`config.mk`:
```
export PLATFORM = sky130hd
export DESIGN_NAME = updown_counter_apb
export DESIGN_NICKNAME = d
export VERILOG_FILES = /design/src/updown_cnt_pkg.sv /design/src/updown_count_core.sv /design/src/updown_counter_apb.sv
export SDC_FILE = /design/constraint.sdc
export NUM_CORES = 1
export LEC_CHECK = 0
export ABC_AREA = 0
export BUFFER_PORTS_ARGS = -buffer_cell sky130_fd_sc_hd__buf_2
export CORE_UTILIZATION = 39
export CTS_BUF_LIST = sky130_fd_sc_hd__clkbuf_8
export CTS_CLUSTER_DIAMETER = 80
export DETAILED_ROUTE_END_ITERATION = 8
export GPL_TIMING_DRIVEN = 0
export PLACE_DENSITY = 0.78
export SYNTH_ARGS = -nofsm -noshare
export SYNTH_HDL_FRONTEND = slang
export SYNTH_SLANG_ARGS = --single-unit
```
`constraint.sdc`:
```
create_clock -name core_clk_i -period 2.4 [get_ports core_clk_i]
set_input_delay 0.24 -clock core_clk_i [delete_from_list [all_inputs] [get_ports core_clk_i]]
set_output_delay 0.24 -clock core_clk_i [all_outputs]
set_load 0.03 [all_outputs]
```
`src/updown_cnt_pkg.sv`:
```
package updown_cnt_pkg;

  // Counter geometry
  localparam int         CNT_W       = 4;
  localparam logic [3:0] CNT_MAX     = 4'hf;
  localparam logic [3:0] CNT_MIN     = 4'h0;
  localparam logic [3:0] CNT_ONE     = 4'h1;

  // Register byte offsets
  localparam logic [7:0] OFS_CTRL    = 8'h00;
  localparam logic [7:0] OFS_PRESET  = 8'h04;
  localparam logic [7:0] OFS_STATUS  = 8'h08;

  // Field positions
  localparam int         CTRL_W      = 4;
  localparam int         STAT_CARRY  = 4;

  // Control word, lowest bit is the load request
  typedef struct packed {
    logic up;
    logic trk_en_n;
    logic par_en_n;
    logic load_n;
  } cnt_ctrl_s;

  // Values after reset: idle, counting disabled, direction up
  localparam cnt_ctrl_s  CTRL_RST    = 4'hf;
  localparam logic [3:0] PRESET_RST  = 4'h0;
  localparam logic [3:0] COUNT_RST   = 4'h0;
  localparam logic       CARRY_N_RST = 1'b1;

endpackage : updown_cnt_pkg

```
`src/updown_count_core.sv`:
```
`timescale 1ns/10ps
module updown_count_core #(
  parameter int W = updown_cnt_pkg::CNT_W
) (
  // Clock and control
  input  wire logic                      core_clk_i,
  input  wire logic                      srst_i,
  input  wire logic                      ce_i,
  // Mode and preset
  input  wire updown_cnt_pkg::cnt_ctrl_s ctrl_i,
  input  wire updown_cnt_pkg::cnt_ctrl_s ctrl_next_i,
  input  wire logic [W-1:0]              preset_i,
  // Counter outputs
  output logic [W-1:0]                   count_o,
  output logic                           carry_n_o
);

  logic [W-1:0] count_next;
  logic         carry_n_next;

  ////////////////////////////////////////////////////////////////////////////
  always_comb begin
    count_next = count_o;
    if (!ctrl_i.load_n) begin
      count_next = preset_i;
    end else if (!ctrl_i.par_en_n && !ctrl_i.trk_en_n) begin
      if (ctrl_i.up) begin
        count_next = W'(count_o + W'(1));
      end else begin
        count_next = W'(count_o - W'(1));
      end
    end
  end

  // Carry is registered from next-state values so it always equals the
  // terminal decode of the present count and mode, with no extra cycle lag
  always_comb begin
    carry_n_next = 1'b1;
    if (!ctrl_next_i.trk_en_n) begin
      if (ctrl_next_i.up) begin
        carry_n_next = !(&count_next);
      end else begin
        carry_n_next = |count_next;
      end
    end
  end

  ////////////////////////////////////////////////////////////////////////////
  always_ff @(posedge core_clk_i) begin
    if (srst_i) begin
      count_o <= W'(updown_cnt_pkg::COUNT_RST);
    end else if (ce_i) begin
      count_o <= count_next;
    end
  end

  always_ff @(posedge core_clk_i) begin
    if (srst_i) begin
      carry_n_o <= updown_cnt_pkg::CARRY_N_RST;
    end else if (ce_i) begin
      carry_n_o <= carry_n_next;
    end
  end

endmodule : updown_count_core

```
`src/updown_counter_apb.sv`:
```
// Behaviour
// - All four count bits change together
// - Load low copies preset on next edge
// - Each bit presettable high or low
// - Count only with both enables low
// - Direction high counts up, low down
// - Trickle enable gates the carry output
// - Carry low at terminal count only
// - Enable changes act only at edges
// - Control changes act at next edge
// - Carry decodes max up, min down
`timescale 1ns/10ps
module updown_counter_apb (
  // Clock and control
  input  wire logic        core_clk_i,
  input  wire logic        srst_i,
  input  wire logic        ce_i,
  // APB slave
  input  wire logic        psel_i,
  input  wire logic        penable_i,
  input  wire logic        pwrite_i,
  input  wire logic [7:0]  paddr_i,
  input  wire logic [31:0] pwdata_i,
  input  wire logic [3:0]  pstrb_i,
  output logic [31:0]      prdata_o,
  output logic             pready_o,
  output logic             pslverr_o,
  // Counter outputs
  output logic [3:0]       count_o,
  output logic             carry_n_o
);

  updown_cnt_pkg::cnt_ctrl_s ctrl_reg;
  updown_cnt_pkg::cnt_ctrl_s ctrl_next;
  logic [3:0]                preset_reg;
  logic [3:0]                preset_next;
  logic                      access_w;
  logic                      done_w;
  logic                      wr_en;
  logic                      hit_ctrl;
  logic                      hit_preset;
  logic                      hit_status;
  logic                      hit_any;
  logic [31:0]               rdata_mux;

  ////////////////////////////////////////////////////////////////////////////
  // Bus phases: answer one cycle into the access phase, act on completion
  assign access_w = psel_i && penable_i && !pready_o;
  assign done_w   = psel_i && penable_i && pready_o;
  assign wr_en    = done_w && pwrite_i && pstrb_i[0];
  assign hit_any  = hit_ctrl || hit_preset || hit_status;

  always_comb begin
    hit_ctrl   = 1'b0;
    hit_preset = 1'b0;
    hit_status = 1'b0;
    if (paddr_i == updown_cnt_pkg::OFS_CTRL) begin
      hit_ctrl = 1'b1;
    end else if (paddr_i == updown_cnt_pkg::OFS_PRESET) begin
      hit_preset = 1'b1;
    end else if (paddr_i == updown_cnt_pkg::OFS_STATUS) begin
      hit_status = 1'b1;
    end
  end

  always_comb begin
    rdata_mux = 32'h0000_0000;
    if (hit_ctrl) begin
      rdata_mux = 32'(ctrl_reg);
    end else if (hit_preset) begin
      rdata_mux = 32'(preset_reg);
    end else if (hit_status) begin
      rdata_mux = 32'({carry_n_o, count_o});
    end
  end

  ////////////////////////////////////////////////////////////////////////////
  // Mode and preset registers; the count only sees them at a clock edge
  always_comb begin
    ctrl_next   = ctrl_reg;
    preset_next = preset_reg;
    if (wr_en && hit_ctrl) begin
      ctrl_next = updown_cnt_pkg::cnt_ctrl_s'(pwdata_i[updown_cnt_pkg::CTRL_W-1:0]);
    end
    if (wr_en && hit_preset) begin
      preset_next = pwdata_i[3:0];
    end
  end

  always_ff @(posedge core_clk_i) begin
    if (srst_i) begin
      ctrl_reg <= updown_cnt_pkg::CTRL_RST;
    end else if (ce_i) begin
      ctrl_reg <= ctrl_next;
    end
  end

  always_ff @(posedge core_clk_i) begin
    if (srst_i) begin
      preset_reg <= updown_cnt_pkg::PRESET_RST;
    end else if (ce_i) begin
      preset_reg <= preset_next;
    end
  end

  ////////////////////////////////////////////////////////////////////////////
  // Bus answer; ce low also stalls the handshake, so keep ce high while
  // a transfer is in flight or its completion edge is frozen out
  always_ff @(posedge core_clk_i) begin
    if (srst_i) begin
      pready_o <= 1'b0;
    end else if (ce_i) begin
      pready_o <= access_w;
    end
  end

  always_ff @(posedge core_clk_i) begin
    if (srst_i) begin
      prdata_o  <= 32'h0000_0000;
      pslverr_o <= 1'b0;
    end else if (ce_i && access_w) begin
      prdata_o  <= pwrite_i ? 32'h0000_0000 : rdata_mux;
      pslverr_o <= !hit_any;
    end
  end

  ////////////////////////////////////////////////////////////////////////////
  updown_count_core #(
    .W (updown_cnt_pkg::CNT_W)
  ) u_core (
    .core_clk_i  (core_clk_i),
    .srst_i      (srst_i),
    .ce_i        (ce_i),
    .ctrl_i      (ctrl_reg),
    .ctrl_next_i (ctrl_next),
    .preset_i    (preset_reg),
    .count_o     (count_o),
    .carry_n_o   (carry_n_o)
  );
endmodule : updown_counter_apb

```
==> results by group, run 1 <==
Outcome
  – Status: completed

Place
  – Final GP Congestion: 0.825
  – Placed Cells: 259
  – DP Wirelength: 2320 um
  – Port Buffers: 28

Hold path
  – Hold Path Depth: 3
  – Hold Path Class: input pin to flip-flop

Power
  – Leak: 0.838 nW
  – Pint: between 0.6 and 0.7 mW
  – Net switching power: 0.214 mW
  – Total power draw: 0.826 mW
  – Combinational Power Share: 0.185
  – Net switching fraction of the power: 0.259
  – Power per cell area: roughly 480 nW/um2
  – Seq pwr share: 0.408
  – Clock power frac: 0.407
  – Peak supply drop: 0.000353 V

Yosys
  – Synth top area share: 0.299
  – Syn Inst Count: 161
  – Cell area after synthesis: ~1300 um2
  – Synth area leader: dfxtp_1
  – Register area share after synthesis: 0.299
  – Leading register cell type out of synthesis: dfxtp_1
  – Syn Area/Cell: between 8 and 9 um2
  – Post-synth EDFFs: 0
  – #FFs+latches synth: 20
  – Synth top area cells: dfxtp_1, buf_4, mux2i_1
  – Yosys warnings: 0
  – Synth unique cells: 36
  – Async SR Flop Fraction: 0

STA
  – Worst-margin pin slew: around 0.56 ns
  – Fmax: ~430 MHz
  – RSZ-0062 raised after global routing: no
  – Slew headroom: 0.629
  – Skew final: 0.00313 ns
  – Fin. Hold Viols: 0
  – Pins Over Slew Limit: 0
  – Crit share post-route: 0.960
  – Final setup vio count: 0
  – Final Critical Period: about 2.3 ns
  – Setup TNS: 0 ns

Worst setup path
  – Crit-path max FO: 3
  – Critical path class: input pin to flip-flop
  – Worst path cell trace: buf_2 > or4_4 > nor4_4 > mux2_4 > or4_1 > mux2i_1 > a41oi_1
  – Req. time, crit path: between 2 and 3 ns
  – Crit-path slowest cell: or4_4
  – Max incr delay on CP: roughly 0.54 ns
  – CP Launch Point: paddr_i[6]
  – Delay-heaviest family, CP: simple AND/OR/NAND/NOR gates
  – Reg2Reg Setup Slack: around 0.15 ns
  – Setup crit start kind: input pin
  – Worst reg-to-reg path cell count: 8
  – Worst Setup EP: u_core.carry_n_o
  – Reg2reg end: u_core.carry_n_o
  – CP bufs+invs: 1
  – Critical Path Sink Type: flip-flop
  – CP Depth: 7
  – RR Startpoint: ctrl_reg[3]
  – CP arrival: roughly 2.4 ns

Global route
  – Vias in the first global route: approximately 1.0k
  – M1 GR Usage: 0.208
  – Met3 Resource Use GR: 0.0149
  – Grt met2 use: 0.289
  – Overall Global Routing Usage: 0.163
  – Initial antenna violation count: 0
  – First-pass GRT wire length: ~4500 um
  – Largest net degree at the start of global routing: 13
  – Busiest grt layer: met2
  – Congestion Overflow GR: 0

Job
  – Number of max-cap violations: 0

Clocking
  – CTS Root Cell: clkbuf_8
  – CTS tree: built
  – Clock sinks: 20
  – CTS H-tree lvls: 1
  – Maximum buffer depth of the clock tree: 2
  – CTS clk-pin slew, worst paths: ~0.08 ns
  – CTS Hold Buffers Added: 0
  – Later-pin clock latency in the skew report: roughly 0.26 ns
  – Total CTS buffers: 3

Drt
  – Routed len/inst: between 10 and 15 um
  – Residual DRC count: 0
  – Post-route ant nets: 0
  – DR vias: around 1.2k
  – Initial DRC Count: 27
  – Routed WL: 2900 um
  – Via density: 4.65
  – First drt pass iteration count: 4

Die
  – Floorplan die height: between 60 and 70 um
  – Core box area: between 3000 and 4000 um2
  – Die area: about 3700 um2
  – Row cnt: 20
  – DIE WIDTH: around 61 um
  – # IOs: between 80 and 90
  – Starting Density: 0.425

Finish
  – Commonest non-fill, non-tap cell in the layout: buf_4
  – Fillers: approximately 320
  – Most frequent cells in the layout: buf_4, buf_2, conb_1
  – Biggest register: prdata_o
  – Max reg flops: 5
  – Ant. Diodes: 0
  – Layout cells sized above 1: 0.314
  – Nets: 274
  – Non-filler cells, final: between 200 and 300
  – Area Overhead vs Synth: 27.7%
==> logic make-up (layout without fill, tap and decap cells) <==
family / Yosys count / in the layout / synth area share
other: 1 / 27 / 0.00280
muxes: 15 / 15 / 0.116
AOI/OAI and AO/OA: 26 / 26 / 0.128
buffers and inverters: 41 / 74 / 0.193
DFF: 20 / 20 / 0.299
xor gates and xnor gates: 2 / 2 / 0.0131
and+or+nand+nor: 53 / 53 / 0.215
adders and majority gates: 3 / 3 / 0.0336
==> worst register-to-register path: stages, from the launching register on <==
cell	delay, ns
dfxtp_1	0.40
inv_2	0.10
fa_1	0.38
xor2_1	0.17
nor3_1	0.13
o2bb2ai_1	0.12
or4_1	0.47
mux2i_1	0.19
a41oi_1	0.14
==> cell usage after synthesis, types with 2 or more instances <==
| cell | instances |
|---|---|
| nand3_1 | 5 |
| o21ai_0 | 2 |
| mux2i_1 | 14 |
| o22ai_1 | 4 |
| o211ai_1 | 2 |
| clkbuf_1 | 5 |
| or2_2 | 2 |
| nand2_1 | 10 |
| or4_4 | 2 |
| nand2b_1 | 2 |
| ha_1 | 2 |
| nor2b_1 | 4 |
| nand4_1 | 2 |
| nor3_1 | 5 |
| a21oi_1 | 9 |
| dfxtp_1 | 20 |
| nor2_1 | 16 |
| buf_4 | 28 |
| inv_1 | 7 |
| o2111ai_1 | 4 |
==> power groups by stage <==
stage	Combinational, mW	Sequential, mW	Clock (mW)
2_1_floorplan	0.121	0.347	0
3_3_place_gp	0.150	0.344	0
3_5_place_dp	0.150	0.344	0
4_1_cts	0.151	0.336	0.339
5_1_grt	0.165	0.337	0.350
6_report	0.153	0.337	0.336
==> timing repair <==
action	CTS	global route
hold endpoints to repair	0	0
endpoints found under the setup margin	0	1
resized for setup	0	1
buffers inserted	0	1
==> layer usage <==
layer  routed length (um)  part of all wire
met2                 1400              0.48
met4                   30             0.010
met3                  182             0.063
met1                 1290              0.44
met5                    0                 0
==> final cells by class <==
class,count,area (um2),area share
Tap cell,44,55.1,0.0321
Inverter,7,26.3,0.0153
Multi-Input combinational cell,126,779,0.455
Clock buffer,3,41.3,0.0241
Buffer,34,233,0.136
Timing Repair Buffer,29,148,0.0862
Clock inverter,1,30.0,0.0175
Sequential cell,20,400,0.234
==> how the worst min path moves through the flow <==
stage	start	end	slack (ns)
final	pwdata_i[0]	ctrl_reg[0]	0.21
after global routing	pwdata_i[1]	ctrl_reg[1]	0.24
after floorplan	pwdata_i[0]	ctrl_reg[0]	0.37
after detailed placement	prdata_o[0]	prdata_o[0]	0.45
after global placement	prdata_o[0]	prdata_o[0]	0.44
after CTS	pwdata_i[0]	ctrl_reg[0]	0.21
==> stage by stage <==
step	utilization	setup WS [ns]	hold slack, ns	area (um2)
after global routing	0.543	0.0196	0.236	1710
after floorplan	-	0.0828	0.365	1440
final	0.543	0.0962	0.210	1710
after detailed placement	0.518	-0.247	0.445	1630
after global placement	0.518	-0.239	0.439	1630
after CTS	0.541	0.0193	0.211	1710
Note: power is estimated with default switching activity, not from simulation.
==> run 2: changes to the inputs <==
CORE_UTILIZATION = 43   (was 39)
PLACE_DENSITY = 0.82   (was 0.78)
clock period = 2.6 ns   (was 2.4 ns; I/O delays follow)
==> results by group, run 2 (synthesis results as in run 1) <==
Worst setup path
  – Req. time, crit path: 2.71 ns (+0.20 ns)
  – Critical Path Sink Type: flip-flop
  – CP arrival: 2.53 ns (+0.12 ns)
  – Critical path class: flip-flop to flip-flop
  – Reg2Reg Setup Slack: 0.19 ns (+0.04 ns)
  – Crit-path max FO: 7 (+4)
  – Setup crit start kind: flip-flop
  – Worst reg-to-reg path cell count: 8 (unchanged)
  – RR Startpoint: ctrl_reg[3]
  – Reg2reg end: u_core.carry_n_o

Global route
  – Congestion Overflow GR: 0 (unchanged)
  – Overall Global Routing Usage: 0.178 (+0.0157)
  – Largest net degree at the start of global routing: 13 (unchanged)
  – Vias in the first global route: 1,035 (-0.96%)
  – Initial antenna violation count: 0 (unchanged)
  – First-pass GRT wire length: 4620 um (+1.8%)

Clocking
  – Post-CTS sizing: 0 (unchanged)
  – Total CTS buffers: 3 (unchanged)
  – Maximum buffer depth of the clock tree: 2 (unchanged)
  – Later-pin clock latency in the skew report: 0.26 ns (about the same)
  – CTS Root Cell: clkbuf_8
  – Clock sinks: 20 (unchanged)
  – CTS H-tree lvls: 1 (unchanged)
  – Setup Fix Bufs, Post-CTS: 0 (unchanged)
  – CTS Hold Buffers Added: 0 (unchanged)
  – CTS clk-pin slew, worst paths: 0.08 ns (about the same)
  – CTS tree: built

Outcome
  – Status: complete, but fails checks
  – Violated checks: design-rule violations

Finish
  – Most frequent cells in the layout: buf_4, buf_2, conb_1
  – Biggest register: prdata_o
  – Ant. Diodes: 0 (unchanged)
  – Layout cells sized above 1: 0.306 (-0.00770)
  – Area Overhead vs Synth: 25.9%
  – Nets: 273 (-0.36%)
  – Max reg flops: 5 (unchanged)
  – Non-filler cells, final: 250 (-5.3%)

STA
  – Hold Worst Slack: 0.228 ns (+0.0178 ns)
  – Crit share post-route: 0.928
  – Final setup margin: 0.187 ns (+0.0909 ns)
  – Fin. Hold Viols: 0 (unchanged)
  – Fmax: roughly 410 MHz
  – Final setup vio count: 0 (unchanged)
  – RSZ-0062 raised after global routing: no
  – Pins Over Slew Limit: 0 (unchanged)
  – Skew final: 0.00407 ns (+0.000937 ns)
  – Slew headroom: 0.624 (-0.00502)
  – Final Critical Period: about 2.4 ns
  – Worst-margin pin slew: 0.564 ns (+0.00752 ns)
  – Setup TNS: 0 ns (unchanged)

Job
  – Number of max-cap violations: 0 (unchanged)

Power
  – Leak: 0.835 nW (-0.41%)
  – Power per cell area: 453 nW/um2 (-5.9%)
  – Peak supply drop: 0.000248 V (-30%)

Drt
  – Routed len/inst: 11.9 um (+8.4%)
  – Initial DRC Count: 40 (+48%)
  – Routed WL: 2980 um (+2.6%)
  – Residual DRC count: 6 (+6)
  – First drt pass iteration count: 6 (+2)
  – Post-route ant nets: 0 (unchanged)
  – Via density: 4.98 (+7.1%)
  – DR vias: 1,244 (+1.4%)

Place
  – DP Wirelength: 2230 um (-4.0%)
  – Port Buffers: 28 (unchanged)
  – Final GP Congestion: 0.806 (-2.4%)
  – Placed Cells: 246 (-5.0%)
  – Dpl ws: -0.0584 ns (+0.188 ns)

Die
  – Floorplan die height: 57.9 um (-4.6%)
  – Row cnt: 19 (-5.0%)
  – Starting Density: 0.470 (+0.0448)
  – Core box area: 2850 um2 (-9.5%)
  – Die area: 3350 um2 (-9.0%)
  – # IOs: 89 (unchanged)
  – DIE WIDTH: 57.9 um (-4.6%)

Hold path
  – Hold Crit Start: pwdata_i[1]
  – Worst Hold End: ctrl_reg[1]
  – Hold Path Class: input pin to flip-flop
  – Hold Path Depth: 3 (unchanged)
run 2: cell types whose count changed in the layout (fill, tap and decap cells not counted), sizes merged:
cell / previous run / this run
buf: 58 / 57
run 2: metal layers:
layer	share of wire	up-vias	GRT usage
met5	0	-	0
met4	0.011	0	0.0782
met3	0.078	4	0.0268
met2	0.46	54	0.294
met1	0.45	558	0.231
li1	-	628	-
run 2: through the flow:
stage	instance area, um2	total power [mW]	util
2_1_floorplan	1440	0.432	-
3_3_place_gp	1620	0.456	0.567
3_5_place_dp	1620	0.457	0.567
4_1_cts	1690	0.766	0.592
5_1_grt	1690	0.794	0.592
6_report	1690	0.766	0.592
run 2: how the worst max path moves through the flow:
| stage | start | end | slack (ns) | cells past startpoint |
|---|---|---|---|---|
| global placement | paddr_i[3] | u_core.carry_n_o | -0.06 | 7 |
| global route | ctrl_reg[3] | u_core.carry_n_o | 0.09 | 8 |
| floorplan | paddr_i[1] | u_core.carry_n_o | 0.26 | 6 |
| CTS | paddr_i[3] | u_core.carry_n_o | 0.22 | 7 |
| finish | ctrl_reg[3] | u_core.carry_n_o | 0.19 | 8 |
| detailed placement | paddr_i[3] | u_core.carry_n_o | -0.06 | 7 |
run 2: worst max-delay path: stages, from the launching register on:
cell and delay [ns]:
dfxtp_1 0.37, inv_1 0.14, fa_1 0.40, xor2_1 0.18
nor3_1 0.20, o2bb2ai_1 0.17, or4_1 0.48, mux2i_1 0.19
a41oi_1 0.13
run 2: final cells by class:
class                           instances  area (um2)
Clock buffer                            3        41.3
Clock inverter                          1        30.0
Timing Repair Buffer                   28         140
Buffer                                 34         233
Fill cell                             262        1160
Tap cell                               31        38.8
Inverter                                7        26.3
Sequential cell                        20         400
Multi-Input combinational cell        126         779
run 2: report_power, final:
group	total, mW	switching [mW]	internal [mW]
registers	0.310	0.00198	0.308
clock network	0.314	0.108	0.206
logic	0.142	0.0910	0.0507
total	0.766	0.201	0.565
